### src/ecd_params.svh
// Purpose: constants for the error-correction unit sequencer
// Assumes: mode codes are {write_read_select, mode1, complement_select}
// Notes:   strobe widths counted in 100 MHz cycles
`ifndef ECD_PARAMS_SVH
`define ECD_PARAMS_SVH
// mode codes, 3 bits: mode number on the unit's mode-select pins
`define ECD_MODE_NORM_WRITE  3'h0
`define ECD_MODE_CMPL_WRITE  3'h1
`define ECD_MODE_DATA_TO_SYN 3'h2
`define ECD_MODE_LOW_WRITE   3'h3
`define ECD_MODE_NORM_READ   3'h4
`define ECD_MODE_CMPL_READ   3'h5
`define ECD_MODE_MONITOR     3'h6
`define ECD_MODE_PASS        3'h7
// latch strobe settle time, in ns, and the cycle count derived from it
`define ECD_SETTLE_NS        60
`define ECD_CLK_NS           10
`define ECD_SETTLE_CYC       ((`ECD_SETTLE_NS + `ECD_CLK_NS - 1) / `ECD_CLK_NS)
`define ECD_CNT_W            4
// flag patterns after complement read {any, one, zero}
`define ECD_FLAGS_TWO_HARD   3'h0
`define ECD_FLAGS_SOFT_CHK   3'h6
`define ECD_FLAGS_SOFT_DATA  3'h7
`define ECD_FLAGS_UNCORR     3'h4
`define ECD_ALL_ONES         16'hFFFF
`define ECD_ZERO_WORD        16'h0000
`define ECD_ZERO_SYN         8'h00
`endif

### src/ecd_pkg.sv
// Purpose: types for the error-correction unit sequencer
// Assumes: nothing beyond the params header
// Notes:   one-hot states, commands
package ecd_pkg;
   typedef enum logic [3:0] {
      ECD_CMD_IDLE     = 4'h0,
      ECD_CMD_DEC      = 4'h1, // double-error complement recovery
      ECD_CMD_DATA_SYN = 4'h2, // data bus to syndrome bus
      ECD_CMD_SYN_DATA = 4'h3, // syndrome bus to data bus (6B)
      ECD_CMD_INJECT   = 4'h4, // diagnostic check bits to memory
      ECD_CMD_SELFTEST = 4'h5, // on-card self test
      ECD_CMD_MONITOR  = 4'h6, // monitor syndromes (6A)
      ECD_CMD_CLEAR    = 4'h7, // clear syndrome latch (7A)
      ECD_CMD_INIT     = 4'h8  // power-up zero write
   } ecd_cmd_t;
   typedef enum logic [6:0] {
      ECD_ST_IDLE  = 7'h01,
      ECD_ST_SETUP = 7'h02,
      ECD_ST_LATCH = 7'h04,
      ECD_ST_OPEN  = 7'h08,
      ECD_ST_HOLD  = 7'h10,
      ECD_ST_NEXT  = 7'h20,
      ECD_ST_DONE  = 7'h40
   } ecd_state_t;
endpackage

### src/ecd_pin_if.sv
// Purpose: pin-level strobe bundle between sequencer and timer
// Assumes: single clock
// Notes:   timer counts the settle time of each latch step
`timescale 1ns/100ps
`default_nettype none
interface ecd_pin_if;
   logic start;
   logic expired;
   modport seq (output start, input expired);
   modport tmr (input start, output expired);
endinterface
`default_nettype wire

### src/ecd_timer.sv
// Purpose: settle timer for each latch step
// Assumes: start is a one-cycle pulse
// Notes:   expired pulses once the settle count has run out
`timescale 1ns/100ps
`default_nettype none
`include "ecd_params.svh"
module ecd_timer
   import ecd_pkg::*;
(
   input  wire logic  clk,
   input  wire logic  rst_n,
   ecd_pin_if.tmr     tif
);
   logic [`ECD_CNT_W-1:0] cnt_r;
   logic                  run_r;
   logic                  exp_r;
   wire                   last = (cnt_r == `ECD_CNT_W'(`ECD_SETTLE_CYC - 1));
   // -------------------------------------------------------------
   // settle counter
   // -------------------------------------------------------------
   always_ff @(posedge clk or negedge rst_n) begin
      if (!rst_n) begin
         cnt_r <= '0;
         run_r <= 1'b0;
         exp_r <= 1'b0;
      end else begin
         exp_r <= run_r && last;
         if (tif.start) begin
            cnt_r <= '0;
            run_r <= 1'b1;
         end else if (run_r) begin
            cnt_r <= cnt_r + `ECD_CNT_W'(1);
            run_r <= !last;
         end
      end
   end
   assign tif.expired = exp_r;
endmodule
`default_nettype wire

### src/ecd_host.sv
// Purpose: controller that drives the error-correction unit's pins
// Assumes: unit data and syndrome latches are transparent low, capture on rise; check latch is transparent high
// Notes:   strobes are held a settle time per step
//
// Function
// - after double error: complement select high, write, both byte enables low
// - after complement read, corrected word goes to rd_data; memory keeps the complement
// - repeat data-to-syndrome while data latch enable stays low
// - controller keeps syndrome input latch at zero in 16-bit use
// - clear: mode 7 with check/syndrome latch enable low; syndrome bus never driven
`timescale 1ns/100ps
`default_nettype none
`include "ecd_params.svh"
module ecd_host
   import ecd_pkg::*;
(
   input  wire logic        clk,
   input  wire logic        rst_n,
   // user side
   input  wire logic        cmd_valid,
   input  wire ecd_cmd_t    cmd,
   input  wire logic [15:0] cmd_data,
   output logic             cmd_ready,
   output logic             done,
   output logic [15:0]      rd_data,
   output logic [2:0]       rd_flags,
   output logic             uncorrectable,
   // unit pins
   output logic [2:0]       mode_sel,
   output logic             data_latch_enable,
   output logic             check_syndrome_latch_enable,
   output logic             output_latch_enable_n,
   output logic             lower_byte_output_enable_n,
   output logic             upper_byte_output_enable_n,
   output logic             syndrome_output_enable_n,
   output logic             mem_write,
   input  wire logic [15:0] dq_in,
   output logic [15:0]      dq_out,
   output logic             dq_oe,
   input  wire logic [7:0]  syn_in,
   output logic [7:0]       syn_out,
   output logic             syn_oe,
   input  wire logic        any_error_flag,
   input  wire logic        error_one_flag,
   input  wire logic        error_zero_flag
);
   ecd_pin_if pif ();
   ecd_timer u_timer (.clk(clk), .rst_n(rst_n), .tif(pif));

   ecd_state_t        st_r, st_nxt;
   ecd_cmd_t          cmd_r;
   logic              phase_r;          // second pass of two-pass commands
   logic [15:0]       wdata_r;
   logic [2:0]        mode_r, mode_nxt;
   logic              dle_r, check_syndrome_latch_enable_r, ole_n_r, ob0_n_r, ob1_n_r, oes_n_r, wr_r;
   logic              dq_oe_r, syn_oe_r, rdy_r, done_r, unc_r;
   logic [15:0]       dq_out_r, rd_r;
   logic [7:0]        syn_out_r;
   logic [2:0]        flg_r;
   // three-stage input samplers
   logic [15:0]       dq_s1, dq_s2, dq_s3, dq_f;
   logic [2:0]        fl_s1, fl_s2, fl_s3, fl_f;
   wire               dq_stable = (dq_s2 == dq_s3);
   wire  [2:0]        flags_now = fl_f;

   // -------------------------------------------------------------
   // mode choice per command and pass
   // -------------------------------------------------------------
   always_comb begin
      case (cmd_r)
         ECD_CMD_DEC:      mode_nxt = phase_r ? `ECD_MODE_CMPL_READ
                                              : `ECD_MODE_CMPL_WRITE;
         ECD_CMD_DATA_SYN: mode_nxt = `ECD_MODE_DATA_TO_SYN;
         ECD_CMD_INJECT:   mode_nxt = `ECD_MODE_DATA_TO_SYN;
         ECD_CMD_SELFTEST: mode_nxt = phase_r ? `ECD_MODE_NORM_READ
                                              : `ECD_MODE_DATA_TO_SYN;
         ECD_CMD_SYN_DATA: mode_nxt = `ECD_MODE_MONITOR;
         ECD_CMD_MONITOR:  mode_nxt = `ECD_MODE_MONITOR;
         ECD_CMD_CLEAR:    mode_nxt = `ECD_MODE_PASS;
         default:          mode_nxt = `ECD_MODE_NORM_WRITE;
      endcase
   end

   wire two_pass = (cmd_r == ECD_CMD_DEC) || (cmd_r == ECD_CMD_SELFTEST);
   wire dil_open = two_pass && phase_r;  // memory or host word into data latch
   wire is_read  = (mode_r == `ECD_MODE_CMPL_READ) || (mode_r == `ECD_MODE_NORM_READ) ||
                   (cmd_r == ECD_CMD_SYN_DATA) || (cmd_r == ECD_CMD_MONITOR);
   // syndrome enable low except for the 6B read-out, keeps syndrome latch clear
   wire oes_low  = (cmd_r != ECD_CMD_SYN_DATA);
   // host drives dq for mode 2 loads and both self-test passes
   wire host_dq  = (mode_r == `ECD_MODE_DATA_TO_SYN) || (cmd_r == ECD_CMD_SELFTEST);
   // write pulse for complement write, injection, init; masked in read modes, so no write-back
   wire do_write = (cmd_r == ECD_CMD_DEC) || (cmd_r == ECD_CMD_INJECT) ||
                   (cmd_r == ECD_CMD_INIT);
   wire byte_drv = do_write || (cmd_r == ECD_CMD_SYN_DATA) || (cmd_r == ECD_CMD_MONITOR);

   // -------------------------------------------------------------
   // sequence state machine
   // -------------------------------------------------------------
   always_comb begin
      st_nxt = st_r;
      case (st_r)
         ECD_ST_IDLE:  if (cmd_valid && cmd != ECD_CMD_IDLE) st_nxt = ECD_ST_SETUP;
         ECD_ST_SETUP: if (pif.expired) st_nxt = ECD_ST_LATCH;
         ECD_ST_LATCH: if (pif.expired) st_nxt = ECD_ST_OPEN;
         ECD_ST_OPEN:  if (pif.expired && dq_stable) st_nxt = ECD_ST_HOLD;
         ECD_ST_HOLD:  if (pif.expired) st_nxt = (two_pass && !phase_r) ? ECD_ST_NEXT
                                                                     : ECD_ST_DONE;
         ECD_ST_NEXT:  st_nxt = ECD_ST_SETUP;
         ECD_ST_DONE:  st_nxt = ECD_ST_IDLE;
         default:      st_nxt = ECD_ST_IDLE;
      endcase
   end
   // re-arm the timer while the bus is still moving at the open step
   assign pif.start = ((st_r != st_nxt) && (st_nxt != ECD_ST_IDLE) &&
                       (st_nxt != ECD_ST_DONE) && (st_nxt != ECD_ST_NEXT)) ||
                      ((st_r == ECD_ST_OPEN) && pif.expired && !dq_stable);

   // -------------------------------------------------------------
   // input samplers
   // -------------------------------------------------------------
   always_ff @(posedge clk or negedge rst_n) begin
      if (!rst_n) begin
         dq_s1 <= '0; dq_s2 <= '0; dq_s3 <= '0; dq_f <= '0;
         fl_s1 <= '0; fl_s2 <= '0; fl_s3 <= '0; fl_f <= '0;
      end else begin
         dq_s1 <= dq_in;
         dq_s2 <= dq_s1;
         dq_s3 <= dq_s2;
         if (dq_stable) dq_f <= dq_s3;
         fl_s1 <= {any_error_flag, error_one_flag, error_zero_flag};
         fl_s2 <= fl_s1;
         fl_s3 <= fl_s2;
         if (fl_s2 == fl_s3) fl_f <= fl_s3;
      end
   end

   // -------------------------------------------------------------
   // state, command capture
   // -------------------------------------------------------------
   always_ff @(posedge clk or negedge rst_n) begin
      if (!rst_n) begin
         st_r    <= ECD_ST_IDLE;
         cmd_r   <= ECD_CMD_IDLE;
         phase_r <= 1'b0;
         wdata_r <= `ECD_ZERO_WORD;
         mode_r  <= `ECD_MODE_NORM_WRITE;
      end else begin
         st_r <= st_nxt;
         if (st_r == ECD_ST_IDLE && st_nxt == ECD_ST_SETUP) begin
            cmd_r   <= cmd;
            phase_r <= 1'b0;
            wdata_r <= (cmd == ECD_CMD_DATA_SYN) ? cmd_data : cmd_data;
         end
         if (st_r == ECD_ST_NEXT) phase_r <= 1'b1;
         if (st_r == ECD_ST_SETUP) mode_r <= mode_nxt;
      end
   end

   // -------------------------------------------------------------
   // pin strobes, per step
   // -------------------------------------------------------------
   always_ff @(posedge clk or negedge rst_n) begin
      if (!rst_n) begin
         dle_r <= 1'b1; check_syndrome_latch_enable_r <= 1'b1; ole_n_r <= 1'b1;
         ob0_n_r <= 1'b1; ob1_n_r <= 1'b1;
         oes_n_r <= 1'b0;
         wr_r <= 1'b0; dq_oe_r <= 1'b0; syn_oe_r <= 1'b0;
         dq_out_r <= `ECD_ZERO_WORD; syn_out_r <= `ECD_ZERO_SYN;
      end else begin
         wr_r     <= 1'b0;
         syn_oe_r <= 1'b0;
         syn_out_r <= `ECD_ZERO_SYN;
         case (st_r)
            ECD_ST_SETUP: begin
               // data for mode 2: the captured cmd_data word; all ones keeps generated checks zero
               dq_oe_r  <= host_dq;
               dq_out_r <= (cmd_r == ECD_CMD_DATA_SYN) ? wdata_r : wdata_r;
               oes_n_r  <= !oes_low;
               // second passes open the data latch here, ECD_CMD_DATA_SYN at the latch step; power-up zeros stay put
               dle_r    <= !dil_open;
               check_syndrome_latch_enable_r   <= !(cmd_r == ECD_CMD_CLEAR ||
                             (cmd_r == ECD_CMD_SELFTEST && phase_r));
            end
            ECD_ST_LATCH: begin
               // capture: data and syndrome latches on rising enable, check latch on falling enable
               check_syndrome_latch_enable_r <= !(cmd_r == ECD_CMD_SELFTEST || cmd_r == ECD_CMD_INJECT);
               dle_r <= (cmd_r == ECD_CMD_DATA_SYN) ? 1'b0 : 1'b1;
            end
            ECD_ST_OPEN: begin
               ole_n_r <= 1'b0;
               ob0_n_r <= !byte_drv;
               ob1_n_r <= !byte_drv;
               if (byte_drv) dq_oe_r <= 1'b0;
            end
            ECD_ST_HOLD: begin
               ole_n_r <= 1'b1;
               wr_r    <= do_write && !is_read;
            end
            default: begin
               ob0_n_r <= 1'b1;
               ob1_n_r <= 1'b1;
               dq_oe_r <= 1'b0;
            end
         endcase
      end
   end

   // -------------------------------------------------------------
   // results: read word, flags, verdict
   // -------------------------------------------------------------
   always_ff @(posedge clk or negedge rst_n) begin
      if (!rst_n) begin
         rd_r <= `ECD_ZERO_WORD; flg_r <= 3'h0;
         unc_r <= 1'b0; done_r <= 1'b0; rdy_r <= 1'b0;
      end else begin
         done_r <= (st_r == ECD_ST_DONE);
         rdy_r  <= (st_nxt == ECD_ST_IDLE);
         if (st_r == ECD_ST_HOLD && pif.expired) begin
            rd_r  <= dq_f;
            flg_r <= flags_now;
            unc_r <= (mode_r == `ECD_MODE_CMPL_READ) &&
                     (flags_now == `ECD_FLAGS_UNCORR);
         end
      end
   end

   assign mode_sel                    = mode_r;
   assign data_latch_enable           = dle_r;
   assign check_syndrome_latch_enable = check_syndrome_latch_enable_r;
   assign output_latch_enable_n       = ole_n_r;
   assign lower_byte_output_enable_n  = ob0_n_r;
   assign upper_byte_output_enable_n  = ob1_n_r;
   assign syndrome_output_enable_n    = oes_n_r;
   assign mem_write                   = wr_r;
   assign dq_out                      = dq_out_r;
   assign dq_oe                       = dq_oe_r;
   assign syn_out                     = syn_out_r;
   assign syn_oe                      = syn_oe_r;
   assign cmd_ready                   = rdy_r;
   assign done                        = done_r;
   assign rd_data                     = rd_r;
   assign rd_flags                    = flg_r;
   assign uncorrectable               = unc_r;
endmodule
`default_nettype wire

### config.mk
export PLATFORM = sky130hd
export DESIGN_NAME = ecd_host
export DESIGN_NICKNAME = d
export VERILOG_FILES = /design/src/ecd_pkg.sv /design/src/ecd_pin_if.sv /design/src/ecd_timer.sv /design/src/ecd_host.sv
export VERILOG_INCLUDE_DIRS = /design/src /design/src/src
export SDC_FILE = /design/constraint.sdc
export NUM_CORES = 1
export LEC_CHECK = 0
export BUFFER_PORTS_ARGS = -buffer_cell sky130_fd_sc_hd__buf_2
export CORE_ASPECT_RATIO = 0.75
export CORE_MARGIN = 8
export CORE_UTILIZATION = 45
export DETAILED_ROUTE_END_ITERATION = 10
export HOLD_SLACK_MARGIN = 0.02
export PLACE_DENSITY = 0.66
export SKIP_CTS_REPAIR_TIMING = 1
export SYNTH_ARGS = -nofsm -noshare
export SYNTH_HDL_FRONTEND = slang
export SYNTH_SLANG_ARGS = --single-unit
### constraint.sdc
create_clock -name clk -period 4.9 [get_ports clk]
set_clock_uncertainty 0.1 [all_clocks]
set_input_delay 0.735 -clock clk [delete_from_list [all_inputs] [get_ports clk]]
set_output_delay 0.735 -clock clk [all_outputs]
set_load 0.05 [all_outputs]
-- After elaboration in Yosys (flattened, before gate mapping)
Cells that the tools add are included.
- bits in registers: 158
- input port bits: 50
- output and inout port bits: 58
- logic and storage cells: 131
- add/sub/neg operators: 1
- equality and inequality tests: 30
- mux-type cells: 24
- bitwise gates (word level): 1
- reduce and logical (&&, ||, !) cells: 46
- operators by type and width (kind ; count):
    7-bit 2-to-1 mux ; 6
    7-bit case mux with 6 select lines ; 1
    4-bit by 3-bit == test with 1-bit output (second input constant) ; 5
    16-bit == test ; 1
    1-bit logical AND ; 15
    3-bit case mux with 5 select lines ; 1
    7-bit by 1-bit == test with 1-bit output (second input constant) ; 2
    7-bit by 2-bit == test with 1-bit output (second input constant) ; 2
    1-bit logical OR ; 12
    3-bit == test (second input constant) ; 3
    1-bit zero test ; 9
    4-bit by 2-bit == test with 1-bit output (second input constant) ; 2
    4-bit 2-to-1 mux ; 2
    1-bit case mux with 2 select lines ; 4
    2-bit nonzero test ; 4
    7-bit by 3-bit == test with 1-bit output (second input constant) ; 1
    7-bit by 4-bit == test with 1-bit output (second input constant) ; 1
    7-bit by 5-bit == test with 1-bit output (second input constant) ; 1
    7-bit by 6-bit == test with 1-bit output (second input constant) ; 1
    7-bit == test (second input constant) ; 1
    1-bit 2-to-1 mux ; 7
    7-bit by 1-bit inequality test with 1-bit output (second input constant) ; 1
    7-bit by 6-bit inequality test with 1-bit output (second input constant) ; 1
    7-bit inequality test ; 1
    15 further kinds ; 18

-- Longest topological paths before layout
Gate-level depths: netlist of run 1.
- depth after elaboration: 12
- depth in mapped cells: 8
- gate-level depth less buffers: 5

-- By module
A second synthesis of run 1 with hierarchy kept.
- cells, all modules: 453
- area total of the unflattened synthesis: 6019.5 um2
- modules (own cells, without submodules) (module ; times used ; cells each ; area an instance (um2) ; sequential area each (um2)):
    ecd_host ; 1 ; 427 ; 5706.7 ; 3809.9
    ecd_timer ; 1 ; 26 ; 312.8 ; 150.1

-- Least setup slack after synthesis of run 1
OpenSTA, ideal clock, no wires.
- path type: register -> register
- start: register st_r[4]
- end: register cmd_r[0]
- setup time: 125 ps
- arrival time: 1966 ps
- data required time: 4675 ps
- path slack: 2709 ps
- stages on the path, launching flop included: 7
- path buffers: 2
- period minus slack after synthesis: 2191 ps
- path through: dfrtp_1 buf_6 or2_0 or4_4 or3_4 buf_6 mux2_4
- cells in the longest elaborated chain, start to end: 4
- elaborated cells between the ends (all ways): 14
- classes of those cells: eq/ne: 7; mux: 6; reduce/logical: 1
- ends and longest elaborated chain (item ; line ; source):
    start: declaration ; ecd_host.sv:50 ; ecd_state_t st_r, st_nxt;
    start signal: assignment ; ecd_host.sv:149 ; st_r <= st_nxt;
    7-bit by 6-bit == test with 1-bit output (tied with other cells) ; ecd_host.sv:102 ; case (st_r)
    7-bit case mux with 6 select lines ; ecd_host.sv:102 ;
    7-bit by 2-bit == test with 1-bit output ; ecd_host.sv:150 ; if (st_r == ECD_ST_IDLE && st_nxt == ECD_ST_SETUP) begin
    1-bit logical AND * ; ecd_host.sv:150 ;
    end signal: assignment ; ecd_host.sv:151 ; cmd_r <= cmd;
    end: declaration ; ecd_host.sv:51 ; ecd_cmd_t cmd_r;
Every way passes the cells marked *; elsewhere a longest branch is shown, timed or not.
A chain may end at the register's enable or synchronous reset.

-- Final worst setup path of run 1
- start: register st_r[5]
- end: register mode_r[2] (netlist: mode_sel[2])
- cells in the longest elaborated chain, start to end: 1
- ends and longest elaborated chain (item ; line ; source):
    7-bit by 2-bit == test with 1-bit output ; ecd_host.sv:156 ; if (st_r == ECD_ST_SETUP) mode_r <= mode_nxt;
    end signal: assignment ; ecd_host.sv:147 ; mode_r <= `ECD_MODE_NORM_WRITE;
    end signal: assignment ; ecd_host.sv:156 ;
    end: declaration ; ecd_host.sv:54 ; logic [2:0] mode_r, mode_nxt;
Every way passes these cells.

==> results of run 1 <==
## cell type report
| type | instances | share of cell area [%] |
|---|---|---|
| sequential | 158 | 54.4 |
| multi-input combinational | 272 | 27.1 |
| timing repair buffer | 92 | 6.48 |
| clock buffer | 18 | 6.03 |
| tap | 175 | 3.01 |
| clock inverter | 14 | 2.65 |
| inverter | 6 | 0.309 |
## cells by family (layout without fill, tap and decap cells)
kind of cell / Yosys count / count (layout) / share of synthesized area (%)
adders and majority gates: 2 / 2 / 0.409
other: 1 / 9 / 0.0613
and+or+nand+nor: 135 / 135 / 11.0
xor gates and xnor gates: 26 / 26 / 3.72
muxes: 60 / 60 / 12.2
AOI/OAI and AO/OA: 40 / 40 / 4.40
buffers and inverters: 39 / 130 / 3.46
DFF: 158 / 158 / 64.7
## synth_stat cells (2+ instances only)
library cell / number
dfrtp_1: 153
nand2_1: 66
mux2_2: 36
xor2_1: 23
mux2_4: 20
nor2_1: 19
clkbuf_1: 14
buf_4: 10
a21oi_1: 9
nor4_1: 9
inv_1: 6
o21ai_0: 6
dfstp_2: 5
nor3_1: 5
nor4b_1: 5
a211oi_1: 4
a21o_1: 4
buf_2: 4
o31ai_1: 4
or2_2: 4
buf_6: 3
mux2i_1: 3
nand2b_1: 3
nand4_1: 3
nor2b_1: 3
or4_1: 3
xnor2_1: 3
a211o_1: 2
buf_1: 2
ha_1: 2
nand3_1: 2
nand3b_1: 2
nor4_2: 2
o211ai_1: 2
o22a_1: 2
or3_1: 2
## metal layers
metal / up-vias / GRT usage (%) / routed length [um]
li1: 1725 / - / -
met1: 1836 / 19.7 / 5920
met2: 114 / 22.3 / 5370
met3: 15 / 4.57 / 861
met4: 0 / 5.59 / 153
met5: - / 0 / 0
## where the power goes
group          switching (W)  leakage, nW  internal (W)
clock               0.000567        0.308      0.000836
combinational       0.000669         1.39      0.000397
sequential          0.000207         1.97       0.00154
## registers in the layout, indices dropped and copies added (netlist names), 4 cells and up
| signal | cells |
|---|---|
| cmd_r | 4 |
| dq_f | 16 |
| dq_out | 16 |
| dq_s1 | 16 |
| dq_s2 | 16 |
| dq_s3 | 16 |
| rd_data | 16 |
| st_r | 7 |
| u_timer.cnt_r | 4 |
| wdata_r | 16 |
## worst max-delay path: cells and delay by family (launching register included)
family	cells	cell delay [ps]
and+or+nand+nor	3	1650
AOI/OAI and AO/OA	2	590
DFF	1	550
## worst paths after layout
| check | from | end | slack [ps] | depth (start not counted) |
|---|---|---|---|---|
| worst max-delay path | st_r[5] | mode_sel[2] | 1950 | 5 |
| worst min-delay path | fl_s1[0] | fl_s2[0] | 250 | 0 |
| worst max register to register | st_r[5] | mode_sel[2] | 1950 | 5 |
| worst min register to register | fl_s1[0] | fl_s2[0] | 250 | 0 |
| max in group asynchronous | rst_n | dq_s3[9] | 3420 | 2 |
| min in group asynchronous | rst_n | dq_out[11] | 280 | 1 |
## through the flow
stage	std cells	area, sq um
finish	735	7280
global route	735	7280
CTS	735	7280
detailed placement	703	6650
global placement	703	6650
floorplan	469	6150
==> summary.md, run 1 <==
| Metric | Value |
|---|---|
| Outcome | finished, final reports clean |
| PwrDens | between 500 and 600 nW/um^2 |
| CTS Sinks | 158 |
| Initial antenna violation count | 0 |
| H-tree lvl count | 4 |
| RSZ-0062 raised after global routing | false |
| Setup Viol. Count Final | 0 |
| Nets | 599 |
| Fin crit share | 60.3% |
| Vias per cell | 5.02 |
| Final min period | ~3000 ps |
| Post-synthesis sequential area ratio | 64.7% |
| Worst Setup Start Kind | register |
| Hold WS | 248 ps |
| FF+latch count, synth | ~160 |
| Worst path arrival time | 3200 ps |
| P&R area growth vs syn | 19.0% |
| DRT iter0 DRCs | ~200 |
| Die span in y | 117 um |
| Yosys top cell area share | 62.6% |
| Fmax | 339 MHz |
| Worst path slowest cell | nand3b_1 |
| Diode count | 0 |
| Area contributors post-synth | dfrtp_1 63%, mux2_2 6.6%, mux2_4 4.9%, nand2_1 4.0%, xor2_1 3.3% |
| # DRC | 0 |
| CP Capture Type | register |
| Final Hold Vio Count | 0 |
| I/O Buffers | 90 |
| CTS Root Cell | clkbuf_16 |
| Critical Path RT | 5150 ps |
| CTS Buf Count | 17 |
| Longest Clk Path Bufs | 2 |
| Die ar. | 17,600 sq um |
| Wirelength per Cell | about 17 um |
| Router iterations before antenna repair | 4 |
| Worst Max-Slew Pin Slew | about 1100 ps |
| Post-synth EDFFs | 0 |
| Storage cell area | 3960 sq um |
| Area of the multi-input gates | between 1500 and 2000 sq um |
| Setup TNS | 0 ps |
| RD Place Congestion | 0.786 |
| Area leader, netlist | dfrtp_1 |
| Most frequent cells in the layout | 153 x dfrtp_1, 89 x buf_2, 66 x nand2_1, 36 x mux2_2, 23 x xor2_1 |
| Critical Path Max Stage Delay | 820 ps |
| I/O pin total | 108 |
| Max_slew headroom | 26.1% |
| CTS tree | yes |
| Yosys warns | 0 |
| Starting Density | 45.3% |
| Worst-skew pair later-pin latency | 420 ps |
| Final Slew Violations | 0 |
| Antenna Nets Post-Route | 0 |
| Most used DFF post-synth | dfrtp_1 |
| Crit path max fanout | 25 |
| Row Count | 37 |
| Max-Cap Viols | 0 |
| Total power | 0.00422 W |
| Share of cells above drive strength 1 | 34.6% |
| Mapped Cells | roughly 460 |
| Routed WL | about 12,000 um |
| Hold WC Path Type | register to register |
| Post-synthesis cell type count | 52 |
| Leakage | 3.67 nW |
| Largest net degree at the start of global routing | 90 |
| Global-route wire length before repair | 20,000 um |
| DP Worst Slack | 1970 ps |
| Die width | 151 um |
| GR Overflow Total | 0 |
| Commonest non-fill, non-tap cell in the layout | dfrtp_1 |
| Worst-path cell chain | or2_2, nor4_2, nand3b_1, a211oi_1, a21o_1 |
| FFs w/ async S/R, synth | 100% |
| Mean post-synth cell area | approximately 13 sq um |
| Placeable core area | 13,500 sq um |
| Setup CP Type | register to register |
| Max IR drop VDD | 0.367 mV |
| Fillers | 1,135 |
| Dpl hpwl | 8070 um |
| Reg clk slew, reported paths | roughly 60 ps |
| Core Util, Final | ~54% |
| Synthesized area | 6120 sq um |
| Vias in the first global route | around 3.9k |
| Via count | 3,690 |
| Final WS setup | 1950 ps |
| GRT Total Usage | 14.7% |
Note: power is estimated with default switching activity, not from simulation.
==> inputs of run 2 (changes only) <==
- PLACE_DENSITY: 0.66 -> 0.69
- clock period: 4.9 -> 2.4 ns (I/O delays scaled with it)
==> run 2 against run 1 <==
Clock-buffer cell count fell by 1. Global-route usage barely moved. Final area rose by 4.0%. Sequential share of layout area decreased by 2.1 points. Register-to-register slack lost 1800 ps. Critical path type unchanged. Critical endpoint is now wdata_r[8]. Highest routed layer unchanged.
==> summary.md, run 2 (synthesized netlist as in run 1, its figures left out) <==
| Metric | Value |
|---|---|
| I/O pin total | about 110 |
| Final Hold Vio Count | 0 |
| CTS tree | yes |
| Placeable core area | 13,500 sq um |
| I/O Buffers | 90 |
| Worst Max-Slew Pin Slew | approximately 550 ps |
| Share of cells above drive strength 1 | 35.3% |
| Die ar. | 17,600 sq um |
| RD Place Congestion | approximately 0.86 |
| Leakage | around 3.8 nW |
| Initial antenna violation count | 0 |
| Commonest non-fill, non-tap cell in the layout | dfrtp_1 |
| Fin crit share | 93.3% |
| Critical R2R Launch | st_r[4] |
| Max-Cap Viols | 0 |
| PwrDens | 1110 nW/um^2 |
| DRT iter0 DRCs | 121 |
| CP Capture Type | register |
| Worst path arrival time | about 2400 ps |
| GRT Total Usage | 14.7% |
| CP top delay family | simple AND/OR/NAND/NOR gates |
| Router iterations before antenna repair | 4 |
| Wirelength per Cell | 16.0 um |
| Crit. Startpoint | st_r[4] |
| Diode count | 0 |
| Setup Viol. Count Final | 0 |
| R2R cell count | 4 |
| Worst-skew pair later-pin latency | 410 ps |
| Fillers | 1,112 |
| R2R setup slack | 160 ps |
| Via count | 3,831 |
| Storage cell area | 3960 sq um |
| CTS Sinks | 158 |
| GR Overflow Total | 0 |
| Antenna Nets Post-Route | 0 |
| Global-route wire length before repair | 20,100 um |
| Outcome | finished, final reports clean |
| Hold WC Path Type | input pin to register |
| Highest metal used | met4 |
| Total power | 0.00844 W |
| CTS Root Cell | clkbuf_16 |
| Vias in the first global route | around 4.0k |
| Max IR drop VDD | slightly below 1 mV |
| Setup TNS | 0 ps |
| Die width | 151 um |
| Worst-path cell chain | or2_0, or4_4, or3_4, mux2_4 |
| Wl on met1 | 5590 um |
| P&R area growth vs syn | 23.7% |
| Met2 WL | approximately 5500 um |
| H-tree lvl count | 4 |
| Worst Path Buf+Inv | 0 |
| Reg clk slew, reported paths | roughly 60 ps |
| Nets | approximately 640 |
| Area of the multi-input gates | 1980 sq um |
| Starting Density | 45.3% |
| Vias per cell | 4.96 |
| Final Slew Violations | 0 |
| Dpl hpwl | 8460 um |
| Fmax | 447 MHz |
| CTS Buf Count | 17 |
| Routed WL | approximately 12,000 um |
| Critical Path RT | 2600 ps |
| Critical R2R Capture | wdata_r[8] |
| Crit path max fanout | 20 |
| Max_slew headroom | 63.2% |
| Largest net degree at the start of global routing | 60 |
| Stages on the worst setup path | 4 |
| Worst Setup EP | wdata_r[8] |
| Row Count | 37 |
| RSZ-0062 raised after global routing | false |
| Worst Setup Start Kind | register |
| Worst path slowest cell | or3_4 |
| Longest Clk Path Bufs | 2 |
| Met3 WL post-DR | around 1200 um |
| Most frequent cells in the layout | 153 x dfrtp_1, 89 x buf_2, 66 x nand2_1, 36 x mux2_2, 23 x xor2_1 |
| Setup CP Type | register to register |
| # DRC | 0 |
| Critical Path Max Stage Delay | 570 ps |
| Die span in y | 117 um |
| Final min period | 2240 ps |
## run 2: where the power goes
group | internal (W) | switching (W)
combinational | 0.000878 | 0.00141
clock | 0.00147 | 0.00113
sequential | 0.00315 | 0.000401
total | 0.00549 | 0.00294
## run 2: worst min-delay path by stage
stage / from / to / slack, ps / cells after the start
floorplan: rst_n / cmd_r[0] / -40 / 0
global route: cmd_data[0] / wdata_r[0] / 60 / 2
CTS: rst_n / wdata_r[10] / -180 / 1
global placement: fl_s1[1] / fl_s2[1] / 230 / 0
finish: cmd_data[0] / wdata_r[0] / 80 / 2
detailed placement: dq_s1[11] / dq_s2[11] / 230 / 0
## run 2: routing by layer
| metal | global-route usage (%) | vias up |
|---|---|---|
| met5 | 0 | - |
| met4 | 3.81 | 0 |
| met3 | 5.46 | 10 |
| met2 | 22.6 | 136 |
| met1 | 19.4 | 1882 |
| li1 | - | 1803 |
## run 2: cell type report
cell class	count	share of cell area, %
tap	175	2.89
clock inverter	14	1.95
multi-input combinational	272	26.1
timing repair buffer	130	10.8
inverter	6	0.297
sequential	158	52.3
clock buffer	17	5.62
## run 2: stage by stage
stage	hold slack, ps	worst slack (ps)	util (%)	cells	area, sq um
after global routing	62.5	90.9	56.0	772	7570
after global placement	231	194	50.3	721	6800
after CTS	-184	163	54.5	752	7370
after floorplan	-35.6	209	-	469	6150
after detailed placement	235	176	50.3	721	6800
final	80.8	161	56.0	772	7570
